<file path="config.mk">
export PLATFORM = sky130hd
export DESIGN_NAME = io_read_watchdog_timer
export DESIGN_NICKNAME = d
export VERILOG_FILES = /design/src/inc/wdt_pkg.sv /design/src/inc/tick_if.sv /design/src/hdl/io_read_watchdog_timer.sv /design/src/hdl/tick_divider.sv
export VERILOG_INCLUDE_DIRS = /design/src /design/src/inc
export SDC_FILE = /design/constraint.sdc
export NUM_CORES = 1
export LEC_CHECK = 0
export BUFFER_PORTS_ARGS = -buffer_cell sky130_fd_sc_hd__clkbuf_2
export CORE_UTILIZATION = 50
export DETAILED_ROUTE_END_ITERATION = 16
export PLACE_DENSITY = 0.82
export SLEW_MARGIN = 20
export SYNTH_ARGS = -nofsm -noshare
export SYNTH_HDL_FRONTEND = slang
export SYNTH_SLANG_ARGS = --single-unit
</file>
<file path="constraint.sdc">
create_clock -name sys_clk_in -period 4.6 [get_ports sys_clk_in]
set_input_delay 0.23 -clock sys_clk_in [delete_from_list [all_inputs] [get_ports sys_clk_in]]
set_output_delay 0.23 -clock sys_clk_in [all_outputs]
set_load 0.03 [all_outputs]
</file>
<file path="src/inc/wdt_defs.svh">
/*
 * constants for the i/o read watchdog: port addresses, bus widths,
 * timeout periods in seconds and tick timing.
 * assumes the includer builds with a 250 mhz system clock.
 */
`ifndef WDT_DEFS_SVH
`define WDT_DEFS_SVH

// ----------------------------------------------------------------
// i/o bus shape and port addresses
// ----------------------------------------------------------------
`define WDT_ADDR_W      16
`define WDT_DATA_W      8
`define WDT_ARM_PORT    16'h0443
`define WDT_STOP_PORT   16'h0043
// the one address bit that tells the two ports apart
`define WDT_SEL_MASK    16'h0400
`define WDT_READ_DATA   8'hFF

// ----------------------------------------------------------------
// timebase: one tick per millisecond from the 250 mhz clock
// ----------------------------------------------------------------
`define WDT_CLK_MHZ     250
`define WDT_TICK_US     1000
`define WDT_TICK_CYC    (`WDT_CLK_MHZ * `WDT_TICK_US)
// reset pulse stretch in clocks, long enough for the system to see it
`define WDT_RST_CYC     16

// ----------------------------------------------------------------
// timeout periods in seconds, and ms ticks per second
// ----------------------------------------------------------------
`define WDT_MS_PER_S    1000
`define WDT_P0_S        1
`define WDT_P1_S        2
`define WDT_P2_S        10
`define WDT_P3_S        20
`define WDT_P4_S        110
`define WDT_P5_S        220

`endif

</file>
<file path="src/inc/wdt_pkg.sv">
/*
 * types shared by the watchdog modules.
 * assumes wdt_defs.svh supplies the numeric constants.
 */
package wdt_pkg;
	// expiry action strap code
	typedef enum logic [1:0] {
		ACT_RESET   = 2'b00,
		ACT_NMI     = 2'b01,
		ACT_OFF     = 2'b10,
		ACT_RSVD    = 2'b11
	} expiry_action_t;

	// arm state, gray along idle -> armed -> fired
	typedef enum logic [1:0] {
		ST_IDLE  = 2'b00,
		ST_ARMED = 2'b01,
		ST_FIRED = 2'b11
	} wdt_state_t;
endpackage : wdt_pkg

</file>
<file path="src/inc/tick_if.sv">
/*
 * carries the millisecond tick between the divider and the watchdog.
 * assumes a single clock domain.
 */
`timescale 1ns/1ps
interface tick_if;
	logic tick;   // one-cycle pulse every millisecond
	modport src  (output tick);
	modport sink (input tick);
endinterface : tick_if

</file>
<file path="src/hdl/io_read_watchdog_timer.sv">
/*
 * watchdog driven only by host i/o reads: one port arms and refreshes,
 * another stops it. straps pick the period and the expiry action.
 * assumes the i/o read strobe is one clock wide and synchronous, and
 * that the straps stay still while the system runs.
 */
`timescale 1ns/1ps
`include "wdt_defs.svh"
module io_read_watchdog_timer
#(
	parameter int TICK_CYC = `WDT_TICK_CYC,   // clocks per ms tick
	parameter int MS_PER_S = `WDT_MS_PER_S,   // ticks per second
	parameter int RST_CYC  = `WDT_RST_CYC     // reset pulse width
) (
	input  wire logic                    sys_clk_in,
	input  wire logic                    rst_b_in,
	input  wire logic [`WDT_ADDR_W-1:0]  io_addr_in,
	input  wire logic                    io_rd_in,
	input  wire logic                    io_wr_in,
	input  wire wdt_pkg::expiry_action_t expiry_action_select_in,
	input  wire logic [3:0]              timeout_period_select_in,
	output logic [`WDT_DATA_W-1:0]       io_rdata_out,
	output logic                         io_rdata_oe_out,
	output logic                         sys_reset_out,
	output logic                         nmi_out,
	output logic                         armed_out
);
	import wdt_pkg::*;

	// ------------------------------------------------------------
	// port decode
	// ------------------------------------------------------------
	// full 16-bit compare so bit ten separates the two ports
	wire hit_arm  = (io_addr_in == `WDT_ARM_PORT);
	wire hit_stop = (io_addr_in == `WDT_STOP_PORT);
	// writes never reach the decode; the write strobe only feeds a
	// check below, so a host that writes instead of reads sees nothing
	wire rd_arm   = io_rd_in && hit_arm;
	wire rd_stop  = io_rd_in && hit_stop;

	// ------------------------------------------------------------
	// period select: strap pattern to whole seconds
	// ------------------------------------------------------------
	logic [7:0] period_s;   // chosen period in seconds
	always_comb begin
		case (timeout_period_select_in)
			4'h2:    period_s = 8'(`WDT_P0_S);
			4'h3:    period_s = 8'(`WDT_P1_S);
			4'h4:    period_s = 8'(`WDT_P2_S);
			4'h5:    period_s = 8'(`WDT_P3_S);
			4'h8:    period_s = 8'(`WDT_P4_S);
			4'h9:    period_s = 8'(`WDT_P5_S);
			// unlisted patterns fall back to the 1 s default
			default: period_s = 8'(`WDT_P0_S);
		endcase
	end

	// ------------------------------------------------------------
	// millisecond tick from the shared divider
	// ------------------------------------------------------------
	tick_if tk ();
	tick_divider #(
		.DIV_CYC (TICK_CYC)
	) u_div (
		.sys_clk_in (sys_clk_in),
		.rst_b_in   (rst_b_in),
		.tk         (tk.src)
	);

	// ------------------------------------------------------------
	// counters: ms within a second, seconds elapsed
	// ------------------------------------------------------------
	wdt_state_t  state_r, state_nxt;
	logic [9:0]  ms_r;     // ms into the current second
	logic [7:0]  sec_r;    // whole seconds since arm/refresh
	logic [4:0]  pulse_r;  // remaining reset pulse cycles

	wire sec_wrap = tk.tick && (ms_r == 10'(MS_PER_S - 1));
	// expiry once the last second of the period completes
	wire expire   = (state_r == ST_ARMED) && sec_wrap
	                && (sec_r == period_s - 8'h01);
	wire act_off  = (expiry_action_select_in == ACT_OFF) ||
	                (expiry_action_select_in == ACT_RSVD);

	// ------------------------------------------------------------
	// arm state machine; stop wins over arm in the same cycle
	// ------------------------------------------------------------
	always_comb begin
		state_nxt = state_r;
		case (state_r)
			ST_IDLE:  if (rd_arm && !rd_stop) state_nxt = ST_ARMED;
			ST_ARMED: begin
				if (rd_stop)      state_nxt = ST_IDLE;
				else if (rd_arm)  state_nxt = ST_ARMED;  // refresh
				else if (expire)  state_nxt = ST_FIRED;
			end
			// after firing the timer waits for a stop or a re-arm
			ST_FIRED: begin
				if (rd_stop)     state_nxt = ST_IDLE;
				else if (rd_arm) state_nxt = ST_ARMED;
			end
			default: state_nxt = ST_IDLE;
		endcase
	end

	// state register; reset leaves it disarmed
	always_ff @(posedge sys_clk_in) begin
		if (!rst_b_in) begin
			state_r <= ST_IDLE;
		end else begin
			state_r <= state_nxt;
		end
	end

	// counting runs only while armed; any arm read zeroes it
	always_ff @(posedge sys_clk_in) begin
		if (!rst_b_in || rd_arm || rd_stop || state_r != ST_ARMED) begin
			ms_r  <= 10'h000;
			sec_r <= 8'h00;
		end else if (sec_wrap) begin
			ms_r  <= 10'h000;
			sec_r <= sec_r + 8'h01;
		end else if (tk.tick) begin
			ms_r  <= ms_r + 10'h001;
		end
	end

	// ------------------------------------------------------------
	// expiry outputs, gated by the action strap
	// ------------------------------------------------------------
	wire fire_now = expire && !rd_arm && !rd_stop;
	always_ff @(posedge sys_clk_in) begin
		if (!rst_b_in) begin
			pulse_r       <= 5'h00;
			sys_reset_out <= 1'b0;
			nmi_out       <= 1'b0;
		end else begin
			// reset is stretched so the system sees it reliably
			if (fire_now && expiry_action_select_in == ACT_RESET)
				pulse_r <= 5'(RST_CYC);
			else if (pulse_r != 5'h00)
				pulse_r <= pulse_r - 5'h01;
			sys_reset_out <= (fire_now &&
				expiry_action_select_in == ACT_RESET) ||
				(pulse_r > 5'h01);
			// nmi is a single edge-style pulse
			nmi_out <= fire_now && (expiry_action_select_in == ACT_NMI)
			           && !act_off;
		end
	end

	// ------------------------------------------------------------
	// read data and status; the data value carries no meaning
	// ------------------------------------------------------------
	always_ff @(posedge sys_clk_in) begin
		if (!rst_b_in) begin
			io_rdata_out    <= `WDT_DATA_W'(0);
			io_rdata_oe_out <= 1'b0;
			armed_out       <= 1'b0;
		end else begin
			io_rdata_out    <= `WDT_READ_DATA;
			io_rdata_oe_out <= rd_arm || rd_stop;
			armed_out       <= (state_nxt == ST_ARMED);
		end
	end
endmodule : io_read_watchdog_timer

</file>
<file path="src/hdl/tick_divider.sv">
/*
 * divider producing a one-cycle enable every DIV_CYC clocks.
 * assumes a synchronous, active-low reset.
 */
`timescale 1ns/1ps
`include "wdt_defs.svh"
module tick_divider #(
	parameter int DIV_CYC = `WDT_TICK_CYC
) (
	input  wire logic sys_clk_in,
	input  wire logic rst_b_in,
	tick_if.src       tk
);
	// ------------------------------------------------------------
	// free-running cycle counter
	// ------------------------------------------------------------
	logic [17:0] cnt_r;   // cycles into current tick
	logic        wrap;    // last cycle of the tick

	assign wrap = (cnt_r == 18'(DIV_CYC - 1));

	always_ff @(posedge sys_clk_in) begin
		if (!rst_b_in) begin
			cnt_r   <= 18'h0_0000;
			tk.tick <= 1'b0;
		end else begin
			cnt_r   <= wrap ? 18'h0_0000 : cnt_r + 18'h0_0001;
			tk.tick <= wrap;
		end
	end
endmodule : tick_divider

</file>
Yosys cells after proc, flatten, opt, wreduce, memory -nomap -nowiden
Cells that the tools add are included.
{"block": "word_totals", "register_bits": 56, "inputBits": 26, "output_inout_bits": 12, "wordCells": 75}
{"block": "op_classes", "addsub": 5, "n_lt_le_gt_ge": 1, "n_eq_ne": 17, "mux": 11, "bitwise": 1, "reduce_logical": 28}
{"cell": "case mux 8 bit (5 select lines)", "count": 1}
{"cell": "adder 18 x 1 -> 18 bit, second input constant", "count": 1}
{"cell": "== test 18 bit, second input constant", "count": 1}
{"cell": "== test 16 x 11 -> 1 bit, second input constant", "count": 1}
{"cell": "== test 16 x 7 -> 1 bit, second input constant", "count": 1}
{"cell": "two-way mux 2 bit", "count": 6}
{"cell": "logical AND 1 bit", "count": 11}
{"cell": "adder 10 x 1 -> 10 bit, second input constant", "count": 1}
{"cell": "== test 10 bit, second input constant", "count": 1}
{"cell": "two-way mux 5 bit", "count": 2}
{"cell": "adder 8 x 1 -> 8 bit, second input constant", "count": 1}
{"cell": "== test 4 x 3 -> 1 bit, second input constant", "count": 2}
{"cell": "== test 4 bit, second input constant", "count": 2}
{"cell": "== test 8 bit", "count": 1}
{"cell": "two-way mux 8 bit", "count": 1}
{"cell": "subtractor 8 x 1 -> 8 bit, second input constant", "count": 1}
{"cell": "== test 2 x 1 -> 1 bit, second input constant", "count": 3}
{"cell": "== test 2 bit, second input constant", "count": 3}
{"cell": "logical OR 1 bit", "count": 6}
{"cell": "case mux 2 bit (3 select lines)", "count": 1}
{"cell": "OR reduction 2 bit", "count": 3}
{"cell": "greater-than comparator 5 x 1 -> 1 bit, second input constant", "count": 1}
{"cell": "nonzero test 5 bit", "count": 1}
{"cell": "subtractor 5 x 1 -> 5 bit, second input constant", "count": 1}
{"cell": "6 further kinds", "count": 10}

Logic depth before layout (Yosys ltp)
{"block": "depth", "ltp_word": 10, "depth_mapped": 7, "ltp_nobuf": 7}

Cells and area by module
Synthesis repeated with hierarchy kept, for this count alone.
{"block": "hier_totals", "hier_cells": 284, "area_unflattened_um2": 2575.0}
{"module": "io_read_watchdog_timer", "instances": 1, "cells_per_inst": 190, "area_each_um2": 1736.7, "seq_area_each_um2": 600.6}
{"module": "tick_divider", "instances": 1, "cells_per_inst": 94, "area_each_um2": 838.3, "seq_area_each_um2": 380.4}

Least setup slack after synthesis
OpenSTA, ideal clock, no wires.
{"block": "synth_path", "kind": "register to register", "startpoint": "register ms_r[0]", "endpoint": "register pulse_r[0]", "setup_ns": 0.116, "t_arrival_ns": 2.155, "t_required_ns": 4.484, "setup_slack_ns": 2.330, "stages_incl_launch_ff": 8, "path_buffers": 0, "period_less_slack_ns": 2.270, "cell_sequence": "dfxtp_1 -> ha_1 -> nand3_2 -> nor4_4 -> o311ai_1 -> a211o_1 -> or4_4 -> and3_1"}
{"block": "synth_between", "elab_chain_len": 8}
{"element": "start: declaration", "line": "io_read_watchdog_timer.sv:74", "source": "logic [9:0] ms_r;"}
{"element": "start signal: assignment", "line": "io_read_watchdog_timer.sv:124", "source": "ms_r <= ms_r + 10'h001;"}
{"element": "== test 10 bit", "line": "io_read_watchdog_timer.sv:78", "source": "wire sec_wrap = tk.tick && (ms_r == 10'(MS_PER_S - 1));"}
{"element": "logical AND 1 bit", "line": "io_read_watchdog_timer.sv:78"}
{"element": "logical AND 1 bit", "line": "io_read_watchdog_timer.sv:80", "source": "wire expire = (state_r == ST_ARMED) && sec_wrap"}
{"element": "logical AND 1 bit", "line": "io_read_watchdog_timer.sv:81", "source": "&& (sec_r == period_s - 8'h01);"}
{"element": "logical AND 1 bit (2 in a row)", "line": "io_read_watchdog_timer.sv:131", "source": "wire fire_now = expire && !rd_arm && !rd_stop;"}
{"element": "logical AND 1 bit", "line": "io_read_watchdog_timer.sv:139", "source": "if (fire_now && expiry_action_select_in == ACT_RESET)"}
{"element": "OR reduction 2 bit (no source line)"}
{"element": "end signal: assignment", "line": "io_read_watchdog_timer.sv:140", "source": "pulse_r <= 5'(RST_CYC);"}
{"element": "end signal: assignment", "line": "io_read_watchdog_timer.sv:142", "source": "pulse_r <= pulse_r - 5'h01;"}
{"element": "end: declaration", "line": "io_read_watchdog_timer.sv:76", "source": "logic [4:0] pulse_r;"}
No other way between the ends.
A chain may end at the register's enable or synchronous reset.

Worst setup path in the final report
{"block": "layout_path", "startpoint": "register ms_r[0]", "endpoint": "register pulse_r[1]"}
Same word-level chain as after synthesis.

==> summary.md <==
| Metric | Value |
|---|---|
| Post-Synth XOR/XNOR Area | `0.118` |
| First-pass GRT wire length | `between 7 and 8 mm` |
| CTS tree | `done` |
| Die Wd | `71.0 um` |
| Commonest non-fill, non-tap cells in the layout | `51 x nor2_1, 49 x dfxtp_1, 36 x clkbuf_2, 22 x xor2_1, 20 x nand2_1` |
| Vias in the first global route | `1829` |
| RePlAce Congestion | `between 0.8 and 0.9` |
| DIE HEIGHT | `71.0 um` |
| Initial DRT Pass Iterations | `10` |
| Total GRT Usage | `0.192` |
| Post-Route WL | `4.43 mm` |
| Distinct cells, synth | `46` |
| Setup violators final | `0` |
| Crit path launch type | `flop` |
| Min cycle time layout | `approximately 2.5 ns` |
| Period utilization | `0.548` |
| Area Growth Syn to Fin | `10.9%` |
| Synth Area in Simple Gates | `0.294` |
| Power Density | `342 nW/um2` |
| Hold path start | `rst_b_in` |
| CP max-delay cell | `or4_4` |
| Synth Area in Adders | `0.0357` |
| Status | `finished with violations` |
| Seq/Total Area, Yosys | `0.412` |
| DP Area | `approximately 2600 um2` |
| Worst EP arrival | `~2.7 ns` |
| Initial Util | `0.532` |
| Final hold vios | `0` |
| Setup TNS | `0 ns` |
| Crit path from | `ms_r[0]$_SDFFE_PP0P_` |
| Critical path cell sequence | `ha_1 -> nand3_2 -> nor4_4 -> o311ai_1 -> a211o_1 -> or4_4 -> and3_1` |
| Placed cells | `approximately 350` |
| Core area | `roughly 4500 um2` |
| Die area | `around 5000 um2` |
| R2r startpoint | `ms_r[0]$_SDFFE_PP0P_` |
| Crit path max fanout | `8` |
| CP endpoint kind | `flop` |
| Post_cts resized | `0` |
| Commonest non-fill, non-tap cell in the layout | `nor2_1` |
| Class of the worst hold path | `input port to flop` |
| Post-synth EDFFs | `0` |
| Ys flop type | `dfxtp_1` |
| Average wire per standard cell | `between 10 and 15 um` |
| Post-Synthesis Cells | `278` |
| Max Clk Rate | `397 MHz` |
| Clock Latency Late Sink | `0.31 ns` |
| Overflow after GRT | `0` |
| CTS root buffer | `clkbuf_8` |
| Peak VDD IR | `roughly 120 uV` |
| Share of total power in sequential cells | `0.526` |
| YS warnings | `0` |
| Via Count | `around 2.0k` |
| WP data required | `a little under 5 ns` |
| Sw frac | `0.296` |
| Max cap viols | `0` |
| CTS Buf Count | `5` |
| Leak | `a little over 1 nW` |
| Initial antenna violation count | `0` |
| Final Slew Violations | `0` |
| Largest family of logic cells by synthesized area | `simple AND/OR/NAND/NOR gates` |
| NumNets Final | `341` |
| Asr flop ratio synth | `0` |
| I/O Pins | `38` |
| WP buf/inv | `0` |
| Post-layout instance area | `2640 um2` |
| Gate power share | `0.198` |
| Clock transition at the registers of the reported paths | `~0.090 ns` |
| Vias/cell | `5.47` |
| Slew HR | `0.570` |
| Worst Max-Slew Pin Slew | `between 0.6 and 0.7 ns` |
| Syn_area_per_cell | `between 8 and 9 um2` |
| CP top delay family | `simple AND/OR/NAND/NOR gates` |
| Clock power frac | `0.276` |
| Row count | `24` |
| Mux cell area share after synthesis | `0.0168` |
| Slowest stage delay, CP | `0.53 ns` |
| Int Power | `0.000635 W` |
| N_diodes | `0` |
| Pin count of the biggest net entering global routing | `18` |
| DR iter-0 viols | `109` |
| Cell Count, Final, Fillers Out | `approximately 360` |
| RSZ-0062 raised after global routing | `false` |
| Clock Sinks | `49` |
| Setup CP Type | `flop to flop` |
| Syn Nets | `a little over 300` |
| #FFs+latches synth | `49` |
| Share of cells above drive strength 1 | `0.181` |
| Clock buffer depth | `2` |
| Compound-Gate Fraction of Synth Area | `0.0793` |
| Postcts setup bufs | `0` |
| Port buffer count | `36` |
| DP HPWL | `about 3.3 mm` |
| Hold Buf Count CTS | `0` |
| Failing checks | `design-rule violations` |
| Routed Antenna Nets | `0` |
| CTS HTree Levels | `2` |
| Syn Std Cell Area | `2380 um2` |
| Hold slack | `0.141 ns` |
| # DRC | `3` |
| P_sw | `about 0.00027 W` |
| Clock Skews | `0.00533 ns` |
## stage by stage
stage                      util  total power [W]  worst slack [ns]
after CTS                 0.590         0.000910              2.07
after global routing      0.590         0.000954              1.89
after floorplan               -         0.000619              2.33
after global placement    0.571         0.000651              2.12
after detailed placement  0.571         0.000662              2.08
final                     0.590         0.000902              2.08
## power by group through the flow
stage / combinational [W] / sequential [W] / clock (W)
final: 0.000179 / 0.000474 / 0.000249
after floorplan: 0.000132 / 0.000487 / 0
after detailed placement: 0.000178 / 0.000484 / 0
after global routing: 0.000204 / 0.000478 / 0.000272
after global placement: 0.000169 / 0.000482 / 0
after CTS: 0.000179 / 0.000474 / 0.000258
## final timing paths
kind,to,slack [ns],cells after the start
min reg2reg,u_div.cnt_r[0]$_SDFF_PP0_,0.46,1
max reg2reg,pulse_r[1]$_SDFFE_PP0P_,2.08,7
max,pulse_r[1]$_SDFFE_PP0P_,2.08,7
min,io_rdata_out[6]$_DFF_P_,0.14,1
## area by class of cell
class                   instances  area (um2)
multi-input cells             208        1290
well taps                      52        65.1
clock inverters                 3        17.5
repair buffers                 36         180
fillers                       396        1830
flip-flops and latches         49         981
inverters                       9        33.8
clock buffers                   5        68.8
## cells by family (layout without fill, tap and decap cells)
logic type	after synthesis	in the layout
AO/OA/AOI/OAI	28	28
XOR/XNOR	32	32
adder cells (fa/ha/maj)	7	7
buffers and inverters	21	53
flip-flops	49	49
multiplexers	4	4
AND/OR/NAND/NOR	137	137
## layer usage
layer  global-route usage  wire, um
met1                0.223      2060
met2                0.333      2140
met3               0.0527       180
met4               0.0800        52
met5                    0         0
## cell usage after synthesis (all sizes together), types with 2 or more instances
cell type  instances  share of area
mux2i              4          0.017
buf                8          0.024
and4b              2         0.0084
nor2b              3         0.0079
nand4             11          0.029
and3               9          0.025
nand3             14          0.032
nor3               5          0.011
xor2              22          0.081
nor2              51          0.080
nand2             20          0.032
dfxtp             49           0.41
a31oi              2         0.0053
ha                 6          0.032
nand2b             5          0.013
a21oi              7          0.016
inv                9          0.014
or2                2         0.0053
xnor2             10          0.037
or4                2         0.0079
nor4               7          0.025
and2               2         0.0053
clkbuf             4         0.0063
o21ai              8          0.017
## registers in the layout, summed over array words and instances, names as in the netlist, 2 cells and up
register,flops
pulse_r,5
ms_r,10
sec_r,8
state_r,2
u_div.cnt_r,18
(Power assumes the default switching activity.)
